[src/inc/sio_pkg.sv]
// constants and types shared by the clocked serial port
package sio_pkg;
    // register indices; byte address is four times the index
    localparam logic [7:0] SIO_IDX_PIN_FN   = 8'h04;
    localparam logic [7:0] SIO_IDX_MODE     = 8'h05;
    localparam logic [7:0] SIO_IDX_DATA_LO  = 8'h06;
    localparam logic [7:0] SIO_IDX_DATA_HI  = 8'h07;
    localparam logic [7:0] SIO_IDX_PRE_IDLE = 8'h25;
    localparam logic [7:0] SIO_IDX_CTRL     = 8'h30;
    localparam logic [7:0] SIO_IDX_STATUS   = 8'h31;
    localparam int         SIO_ADDR_W       = 12;

    // field positions
    localparam int SIO_PF_TX      = 0;
    localparam int SIO_PF_RX      = 1;
    localparam int SIO_MD_SCK_PIN = 3;
    localparam int SIO_PC_RANGE   = 0;
    localparam int SIO_PC_IDLE    = 1;
    localparam int SIO_CT_START   = 0;
    localparam int SIO_CT_CLR     = 1;

    // encodings and reset values
    localparam logic [1:0]  SIO_OP_CONT     = 2'h0;
    localparam logic [2:0]  SIO_CS_SYSCLK   = 3'h6;
    localparam logic [2:0]  SIO_CS_EXT      = 3'h7;
    localparam logic [3:0]  SIO_NIB_RST     = 4'h0;
    localparam logic [7:0]  SIO_DATA_RST    = 8'h00;
    localparam logic [2:0]  SIO_CNT_ZERO    = 3'h0;
    localparam logic [2:0]  SIO_CNT_LAST    = 3'h7;
    localparam logic [1:0]  SIO_BLOCK_CYC   = 2'h2;
    localparam logic [12:0] SIO_DIV_SYSCLK  = 13'h0001;
    localparam logic [12:0] SIO_DIV_TOP     = 13'h1000;
    localparam logic [12:0] SIO_DIV_ONE     = 13'h0001;

    typedef enum logic [3:0] {
        SIO_ST_START_WAIT = 4'b0001,
        SIO_ST_CLK_WAIT   = 4'b0010,
        SIO_ST_XFER       = 4'b0100,
        SIO_ST_CONT       = 4'b1000
    } sio_state_t;

    // half period of the internal transmit clock in MCLK cycles
    function automatic logic [12:0] sio_half_period(input logic range_bit,
                                                    input logic [2:0] sel);
        logic [12:0] d;
        d = SIO_DIV_TOP >> {sel[1:0], 1'b0};
        if (sel[2]) begin
            d = d >> 8;
        end
        if (!range_bit) begin
            d = d >> 1;
        end
        if (sel == SIO_CS_SYSCLK) begin
            d = SIO_DIV_SYSCLK;
        end
        return d;
    endfunction : sio_half_period

    // true for every mapped register index
    function automatic logic sio_reg_hit(input logic [SIO_ADDR_W-1:0] addr);
        logic [7:0] idx;
        idx = addr[9:2];
        return (addr[1:0] == 2'h0) && (addr[SIO_ADDR_W-1:10] == 2'h0)
            && (idx == SIO_IDX_PIN_FN || idx == SIO_IDX_MODE
            || idx == SIO_IDX_DATA_LO || idx == SIO_IDX_DATA_HI
            || idx == SIO_IDX_PRE_IDLE || idx == SIO_IDX_CTRL
            || idx == SIO_IDX_STATUS);
    endfunction : sio_reg_hit
endpackage : sio_pkg

[src/hw/sio_clkgen.sv]
// internal transmit clock generator: divides MCLK, idles high
`timescale 1ns/1ps
module sio_clkgen
    import sio_pkg::*;
(
    // clock and reset
    input  wire logic        clk,
    input  wire logic        rst_n,
    // control
    input  wire logic        run,
    input  wire logic [12:0] half_period,
    // transmit clock
    output logic             sck_lvl,
    output logic             fall,
    output logic             rise
);
    typedef struct packed {
        logic [12:0] cnt;
        logic        lvl;
        logic        fall;
        logic        rise;
    } sio_gen_t;

    sio_gen_t r_reg;
    sio_gen_t r_next;

    always_comb begin
        r_next      = r_reg;
        r_next.fall = 1'b0;
        r_next.rise = 1'b0;
        if (!run) begin
            r_next.cnt = 13'h0000;
            r_next.lvl = 1'b1;
        end else if (r_reg.cnt + SIO_DIV_ONE >= half_period) begin
            r_next.cnt  = 13'h0000;
            r_next.lvl  = !r_reg.lvl;
            r_next.fall = r_reg.lvl;
            r_next.rise = !r_reg.lvl;
        end else begin
            r_next.cnt = r_reg.cnt + SIO_DIV_ONE;
        end
    end

    always_ff @(posedge clk) begin
        if (!rst_n) begin
            r_reg <= '{cnt: 13'h0000, lvl: 1'b1, fall: 1'b0, rise: 1'b0};
        end else begin
            r_reg <= r_next;
        end
    end

    assign sck_lvl = r_reg.lvl;
    assign fall    = r_reg.fall;
    assign rise    = r_reg.rise;
endmodule : sio_clkgen

[src/hw/sio_port.sv]
// clocked 8-bit serial port with APB register access
`timescale 1ns/1ps

// Overview of operation
// [RL1] pin-function low bits pick continuous, transmit, receive or both
// [RL2] any mode register write initialises the port; software writes it on mode change
// [RL3] mode register sets clock pin; pin-function register sets data pins
// [RL4] data register writes load transmit data, reads give received data
// [RL5] serial output undefined after reset until first bit or idle level write
// [RL6] start clears bit counter; counter advances on each transmit clock rise
// [RL7] eighth clock or abort clears counter, sets flag, stops transfer
// [RL8] prescaler range and three mode bits pick divider; period twice divider
// [RL9] reset gives start-wait, clocks ignored; start goes to clock-wait
// [RL10] first clock in clock-wait enters transfer, or continuous when internal mode 00
// [RL11] mode write during clock-wait returns to start-wait
// [RL12] start during transfer clears counter and returns to clock-wait
// [RL13] after eight clocks: external to clock-wait, internal to start-wait, clock stops
// [RL14] mode write during transfer initialises and returns to start-wait
// [RL15] leaving transfer for any state sets the flag
// [RL16] continuous state only drives clock pin; mode write returns to start-wait
// [RL17] idle states drive idle level on serial output; ignored while transferring
// [RL18] transfer spans first clock fall to eighth clock rise
// [RL19] spurious extra external pulse is revealed by flag setting again
// [RL20] data leaves LSB first on falls, enters LSB first on rises
// [RL21] mode write blocks the clock two cycles and clears the counter
// [RL22] software leaves prescaler control alone while transferring
// [RL23] internal mode is any clock selection other than the pin input
// [RL24] external clock is synchronised and edge detected before use
module sio_port
    import sio_pkg::*;
(
    // system
    input  wire logic                  MCLK,
    input  wire logic                  RST_N,
    // apb slave
    input  wire logic                  PSEL,
    input  wire logic                  PENABLE,
    input  wire logic                  PWRITE,
    input  wire logic [SIO_ADDR_W-1:0] PADDR,
    input  wire logic [31:0]           PWDATA,
    output logic      [31:0]           PRDATA,
    output logic                       PREADY,
    output logic                       PSLVERR,
    // serial clock pin
    input  wire logic                  SCK_I,
    output logic                       SCK_O,
    output logic                       SCK_OE,
    // serial data pins
    input  wire logic                  SI,
    output logic                       SO_O,
    output logic                       SO_OE
);
    typedef struct packed {
        sio_state_t  state;
        logic [3:0]  pin_fn;
        logic [3:0]  mode;
        logic [3:0]  pre_idle;
        logic [7:0]  shreg;
        logic [2:0]  cnt;
        logic        flag;
        logic        so_valid;
        logic [1:0]  blk;
        logic        sck_s1;
        logic        sck_s2;
        logic        sck_s3;
        logic        si_s1;
        logic        si_s2;
        logic        so_o;
        logic        so_oe;
        logic        sck_o;
        logic        sck_oe;
        logic [31:0] prdata;
        logic        pready;
        logic        pslverr;
    } sio_regs_t;

    localparam sio_regs_t SIO_REGS_RST = '{
        state:    SIO_ST_START_WAIT,
        pin_fn:   SIO_NIB_RST,
        mode:     SIO_NIB_RST,
        pre_idle: SIO_NIB_RST,
        shreg:    SIO_DATA_RST,
        cnt:      SIO_CNT_ZERO,
        flag:     1'b0,
        so_valid: 1'b0,
        blk:      2'h0,
        sck_s1:   1'b1,
        sck_s2:   1'b1,
        sck_s3:   1'b1,
        si_s1:    1'b0,
        si_s2:    1'b0,
        so_o:     1'b0,
        so_oe:    1'b0,
        sck_o:    1'b1,
        sck_oe:   1'b0,
        prdata:   32'h00000000,
        pready:   1'b0,
        pslverr:  1'b0
    };

    sio_regs_t r_reg;
    sio_regs_t r_next;

    logic        internal_clk;
    logic        gen_run;
    logic [12:0] gen_half;
    logic        gen_lvl;
    logic        gen_fall;
    logic        gen_rise;

    assign internal_clk = (r_reg.mode[2:0] != SIO_CS_EXT); // RL23
    assign gen_half     = sio_half_period(r_reg.pre_idle[SIO_PC_RANGE], r_reg.mode[2:0]); // RL8
    assign gen_run      = internal_clk && (r_reg.blk == 2'h0)
                       && (r_reg.state != SIO_ST_START_WAIT); // RL13

    sio_clkgen u_clkgen (
        .clk         (MCLK),
        .rst_n       (RST_N),
        .run         (gen_run),
        .half_period (gen_half),
        .sck_lvl     (gen_lvl),
        .fall        (gen_fall),
        .rise        (gen_rise)
    );

    always_comb begin
        logic       ev_fall;
        logic       ev_rise;
        logic       access;
        logic       wr;
        logic [7:0] idx;
        logic       mode_wr;
        logic       start;
        logic       clr;
        logic       set_flag;
        logic       tx_en;
        logic       rx_en;

        ev_fall = 1'b0;
        ev_rise = 1'b0;
        r_next  = r_reg;

        // two-stage synchronisers, third stage for edge detection
        r_next.sck_s1 = SCK_I; // RL24
        r_next.sck_s2 = r_reg.sck_s1;
        r_next.sck_s3 = r_reg.sck_s2;
        r_next.si_s1  = SI;
        r_next.si_s2  = r_reg.si_s1;

        // transmit clock edges, blocked right after a mode write
        if (internal_clk) begin
            ev_fall = gen_fall;
            ev_rise = gen_rise;
        end else begin
            ev_fall = r_reg.sck_s3 && !r_reg.sck_s2; // RL24
            ev_rise = !r_reg.sck_s3 && r_reg.sck_s2;
        end
        if (r_reg.blk != 2'h0) begin
            ev_fall = 1'b0; // RL21
            ev_rise = 1'b0;
            r_next.blk = r_reg.blk - 2'h1;
        end

        // apb: one wait state, answer registered
        idx     = PADDR[9:2];
        access  = PSEL && PENABLE && !r_reg.pready;
        wr      = PSEL && PENABLE && r_reg.pready && PWRITE && sio_reg_hit(PADDR);
        mode_wr = wr && (idx == SIO_IDX_MODE);
        start   = wr && (idx == SIO_IDX_CTRL) && PWDATA[SIO_CT_START];
        clr     = wr && (idx == SIO_IDX_CTRL) && PWDATA[SIO_CT_CLR];

        r_next.pready  = access;
        r_next.pslverr = access && !sio_reg_hit(PADDR);
        r_next.prdata  = 32'h00000000;
        if (access && !PWRITE && sio_reg_hit(PADDR)) begin
            case (idx)
                SIO_IDX_DATA_LO: r_next.prdata[3:0] = r_reg.shreg[3:0]; // RL4
                SIO_IDX_DATA_HI: r_next.prdata[3:0] = r_reg.shreg[7:4];
                SIO_IDX_STATUS:  r_next.prdata[8:0] = {r_reg.state, r_reg.cnt,
                                                       r_reg.blk != 2'h0, r_reg.flag};
                default:         r_next.prdata = 32'h00000000;
            endcase
        end

        if (wr && sio_reg_hit(PADDR)) begin
            case (idx)
                SIO_IDX_PIN_FN:   r_next.pin_fn = PWDATA[3:0]; // RL1
                SIO_IDX_MODE:     r_next.mode = PWDATA[3:0]; // RL3
                SIO_IDX_DATA_LO:  r_next.shreg[3:0] = PWDATA[3:0]; // RL4
                SIO_IDX_DATA_HI:  r_next.shreg[7:4] = PWDATA[3:0];
                SIO_IDX_PRE_IDLE: begin
                    r_next.pre_idle = PWDATA[3:0];
                    r_next.so_valid = 1'b1; // RL5
                end
                default: r_next.pin_fn = r_next.pin_fn;
            endcase
        end

        tx_en    = r_reg.pin_fn[SIO_PF_TX];
        rx_en    = r_reg.pin_fn[SIO_PF_RX];
        set_flag = 1'b0;

        // state machine: mode write, then start, then clock edges
        if (mode_wr) begin
            r_next.cnt   = SIO_CNT_ZERO; // RL21
            r_next.blk   = SIO_BLOCK_CYC;
            r_next.state = SIO_ST_START_WAIT; // RL2 RL11 RL16
            if (r_reg.state == SIO_ST_XFER) begin
                set_flag = 1'b1; // RL14 RL15 RL19
            end
        end else if (start) begin
            r_next.cnt = SIO_CNT_ZERO; // RL6
            case (r_reg.state)
                SIO_ST_START_WAIT: r_next.state = SIO_ST_CLK_WAIT; // RL9
                SIO_ST_XFER: begin
                    r_next.state = SIO_ST_CLK_WAIT; // RL12
                    set_flag     = 1'b1; // RL7 RL15
                end
                SIO_ST_CLK_WAIT:   r_next.state = SIO_ST_CLK_WAIT;
                SIO_ST_CONT:       r_next.state = SIO_ST_CONT;
                default:           r_next.state = SIO_ST_START_WAIT;
            endcase
        end else begin
            case (r_reg.state)
                SIO_ST_START_WAIT: r_next.cnt = SIO_CNT_ZERO; // RL9
                SIO_ST_CLK_WAIT: begin
                    if (ev_fall) begin
                        if (internal_clk && r_reg.pin_fn[1:0] == SIO_OP_CONT) begin
                            r_next.state = SIO_ST_CONT; // RL10 RL16
                        end else begin
                            r_next.state = SIO_ST_XFER; // RL10 RL18
                            r_next.so_o  = r_reg.shreg[0]; // RL20
                            if (tx_en) begin
                                r_next.so_valid = 1'b1; // RL5
                            end
                        end
                    end
                end
                SIO_ST_XFER: begin
                    if (ev_fall) begin
                        r_next.so_o = r_reg.shreg[0]; // RL20
                    end
                    if (ev_rise) begin
                        r_next.cnt   = r_reg.cnt + 3'h1; // RL6
                        r_next.shreg = {rx_en ? r_reg.si_s2 : 1'b0, r_reg.shreg[7:1]}; // RL20
                        if (r_reg.cnt == SIO_CNT_LAST) begin
                            set_flag = 1'b1; // RL7 RL15
                            if (internal_clk) begin
                                r_next.state = SIO_ST_START_WAIT; // RL13
                            end else begin
                                r_next.state = SIO_ST_CLK_WAIT; // RL13 RL19
                            end
                        end
                    end
                end
                SIO_ST_CONT:       r_next.cnt = SIO_CNT_ZERO; // RL16
                default:           r_next.state = SIO_ST_START_WAIT;
            endcase
        end

        // idle level follows the control bit outside transfer
        if (r_next.state != SIO_ST_XFER) begin
            r_next.so_o = r_next.pre_idle[SIO_PC_IDLE]; // RL17
        end

        // flag: a set in the same cycle as a clear wins
        r_next.flag = (r_reg.flag && !clr) || set_flag;

        r_next.so_oe  = r_next.pin_fn[SIO_PF_TX] && r_next.so_valid; // RL3 RL5
        r_next.sck_oe = r_reg.mode[SIO_MD_SCK_PIN] && internal_clk; // RL3 RL23
        r_next.sck_o  = internal_clk ? gen_lvl : 1'b1;
    end

    always_ff @(posedge MCLK) begin
        if (!RST_N) begin
            r_reg <= SIO_REGS_RST; // RL9
        end else begin
            r_reg <= r_next;
        end
    end

    assign PRDATA  = r_reg.prdata;
    assign PREADY  = r_reg.pready;
    assign PSLVERR = r_reg.pslverr;
    assign SCK_O   = r_reg.sck_o;
    assign SCK_OE  = r_reg.sck_oe;
    assign SO_O    = r_reg.so_o;
    assign SO_OE   = r_reg.so_oe;
endmodule : sio_port

[config.mk]
export PLATFORM = sky130hd
export DESIGN_NAME = sio_port
export DESIGN_NICKNAME = d
export VERILOG_FILES = /design/src/inc/sio_pkg.sv /design/src/hw/sio_clkgen.sv /design/src/hw/sio_port.sv
export SDC_FILE = /design/constraint.sdc
export NUM_CORES = 1
export LEC_CHECK = 0
export ABC_CLOCK_PERIOD_IN_PS = 2560
export CAP_MARGIN = 15
export CORE_AREA = 2 2 84 86
export CTS_CLUSTER_DIAMETER = 100
export DETAILED_ROUTE_END_ITERATION = 12
export DIE_AREA = 0 0 86 88
export DONT_BUFFER_PORTS = 1
export GPL_TIMING_DRIVEN = 0
export PLACE_DENSITY = 0.84
export SLEW_MARGIN = 30
export SYNTH_ARGS = -nofsm -noshare
export SYNTH_HDL_FRONTEND = slang
export SYNTH_SLANG_ARGS = --single-unit
[constraint.sdc]
create_clock -name MCLK -period 2.56 [get_ports MCLK]
set_input_delay 0.512 -clock MCLK [delete_from_list [all_inputs] [get_ports MCLK]]
set_output_delay 0.512 -clock MCLK [all_outputs]
set_load 0.02 [all_outputs]
==> impl_metrics.csv <==
group,metric,value,unit
synth,synth-compound-area-share,13.2,%
run,drv_cap,0,
synth,ys_seq_elements,63,
detailed_routing,drc_errors,0,
grt,grt_max_degree,12,
critical_path,slowest_stage,"dfxtp_4",
cts,clockRootBuffer,"clkbuf_8",
die,die_area,7570,um2
synth,synth-simple-area-share,30.9,%
placement,hpwl,5900,um
final_layout,final_layout_size_suffix_gt1_share,22.9,%
final_layout,largest_reg_flops,29,
final_layout,final_cells,547,
synth,post-synth-top-area-cell,"dfxtp_1",
critical_path,crit_type,"register to register",
synth,synth_top_area_share,34.4,%
synth,syn_area,3660,um2
cts,cts.clk_slew.worst_paths,60,ps
timing,setup_tns,0,ps
min_path,hp-class,"primary input to register",
die,rows,30,
timing,worst_pin_slew,589,ps
synth,synth_edf_count,0,
synth,yosysSeqAreaShare,34.4,%
detailed_routing,via_per_inst,5.86,
die,dieWidth,86,um
critical_path,cp.arrival,2730,ps
detailed_routing,drtIter0Drc,209,
final_layout,diodes,0,
critical_path,cp_max_fo,5,
timing,hold_violations,0,
timing,relSlewSlack,60.4,%
placement,placed_cells,530,
synth,synth.area.mux_share,3.25,%
synth,synth_ff_type,"dfxtp_1",
critical_path,path_cells,"ha_4 -> and2_4 -> nand4_1 -> xnor2_2 -> ha_1 -> and4_4 -> a211oi_2 -> o21ai_2 -> o21a_1 -> buf_4 -> nor3_1",
synth,synth_area_per_cell,8.56,um2
power,ir_worst_vdd,0.282,mV
critical_path,required,2810,ps
critical_path,start_kind,"register",
cts,cts_tree,"built",
grt,grt_usage,21.9,%
placement,routabilityCongestion,0.952,
critical_path,cpPeakStageDelay,380,ps
synth,synth_top_family_by_area,"simple AND/OR/NAND/NOR gates",
die,pin_count,89,
final_layout,layout_common_cells,"57 x dfxtp_1, 57 x nand2_1, 36 x buf_4",
grt,antenna_found_initial,0,
synth,synthArstFlopShare,0,%
die,start_util,55.1,%
run_status,status,"complete, no violations",
die,die_h,88,um
die,core_region_area,6640,um2
detailed_routing,drtAntennaViolNets,0,
timing,layout_min_cycle_time,2480,ps
detailed_routing,wl_per_cell,15.4,um
power,p_leak,1.74,nW
grt,overflow,0,
detailed_routing,first_pass_iters,6,
critical_path,end_kind,"register",
cts,numCtsBuffers,9,
final_layout,syn_to_final_growth,14.3,%
timing,fin_worst_skew,8.54,ps
timing,fin_crit_sh,96.8,%
cts,clkSinkCount,63,
cts,htreeDepth,3,
detailed_routing,drt-total-wl,8430,um
synth,synthAdderAreaFrac,5.47,%
timing,setup_viol_count_final,0,
grt,first_global_vias,2783,
synth,yosys_warnings,0,
final_layout,fin_nets,529,
synth,synth_cell_types,63,
timing,slew_viol_final,0,
detailed_routing,vias,3206,
grt,grt_pass1_wl,13000,um
power,power.density,441,nW/um2
timing,max_freq,403,MHz
synth,synthXorXnorAreaFrac,3.35,%
synth,synthCells,428,
synth,synthTopCellsByArea,"dfxtp_1 34%, buf_4 6.8%, nand2_1 5.9%, ha_1 5.5%, nand3_1 3.0%",
cts,cts_buffer_depth,2,
placement,io_buffers,0,
cts,clock_latency,340,ps
-- per-layer routing --
layer / track usage, % / vias to the layer above / part of all wire [%]
met5: 0 / - / 0
met1: 28.8 / 1508 / 43
met4: 10.5 / 0 / 2.7
met2: 35.2 / 141 / 47
li1: - / 1533 / -
met3: 3.58 / 24 / 7.1
-- final timing paths --
check,from,to,slack [ps],cells after the start
max,u_clkgen.r_reg[3],u_clkgen.r_reg[9],80,11
min,SCK_I,r_next[41],270,1
max reg2reg,u_clkgen.r_reg[3],u_clkgen.r_reg[9],80,11
min reg2reg,r_next[41],r_next[40],410,1
-- per-stage QoR --
step	cell area [um2]	worst slack, ps	hold WS, ps	utilization [%]	total power [mW]
2_1_floorplan	3740	55.6	386	-	1.09
3_3_place_gp	3840	-358	397	57.9	1.10
3_5_place_dp	3840	-451	402	57.9	1.10
4_1_cts	4090	0.446	272	61.6	1.85
5_1_grt	4190	-20.3	274	63.0	1.89
6_report	4190	80.7	275	63.0	1.85
-- worst max-delay path: cells and delay by family, from the launching register on --
family,cells,cell delay (ps)
simple gates,4,680
compound gates,3,540
xor+xnor,1,220
buf+inv,1,150
fa+ha+maj,2,420
flops,1,380
-- cell families (layout without fill, tap and decap cells) --
kind of cell             after synthesis  after routing
XOR/XNOR                              14             14
adder cells (fa/ha/maj)               16             16
AO/OA/AOI/OAI                         66             66
AND/OR/NAND/NOR                      202            202
flip-flops                            63             63
buffers and inverters                 55             72
other                                  1             23
multiplexers                          11             11
-- final cells by class --
cell class	count	area [um2]
tap	80	100
clock inverter	6	36.3
sequential	63	1270
fill	559	2460
clock buffer	10	138
multi-input combinational	332	2260
buffer	48	335
inverter	5	18.8
timing repair buffer	3	22.5
-- synth_stat cells (2+ instances only) --
master,n
nor4b_1,3
nor3b_1,3
mux2_1,2
xor2_1,4
buf_4,33
o2111a_1,3
nand4_1,6
dfxtp_1,63
a21o_1,5
nand2_1,58
nor3_1,17
o21ai_0,10
and2_1,11
buf_2,3
nand3b_1,6
o21a_1,2
inv_1,5
clkbuf_1,12
a22o_1,3
nand2b_1,7
ha_1,16
nor4_4,2
a311oi_2,3
mux2i_1,7
nor3_2,2
nor2_1,29
nor2b_1,8
and3_1,10
xnor2_1,10
nand3_1,22
o211ai_1,2
and4_1,5
a311oi_1,7
a21oi_1,20
-- power by group --
group          switching [mW]  internal (mW)
clock                   0.398          0.372
combinational          0.0553         0.0356
sequential            0.00339          0.983
-- timing repair --
action | CTS | global route
resized for setup | 16 | 27
buffers inserted | 2 | 1
endpoints found under the setup margin | 16 | 16
hold buffers | 0 | 0
pin swaps | 2 | 6
No activity file was read; power rests on OpenSTA's default activity.
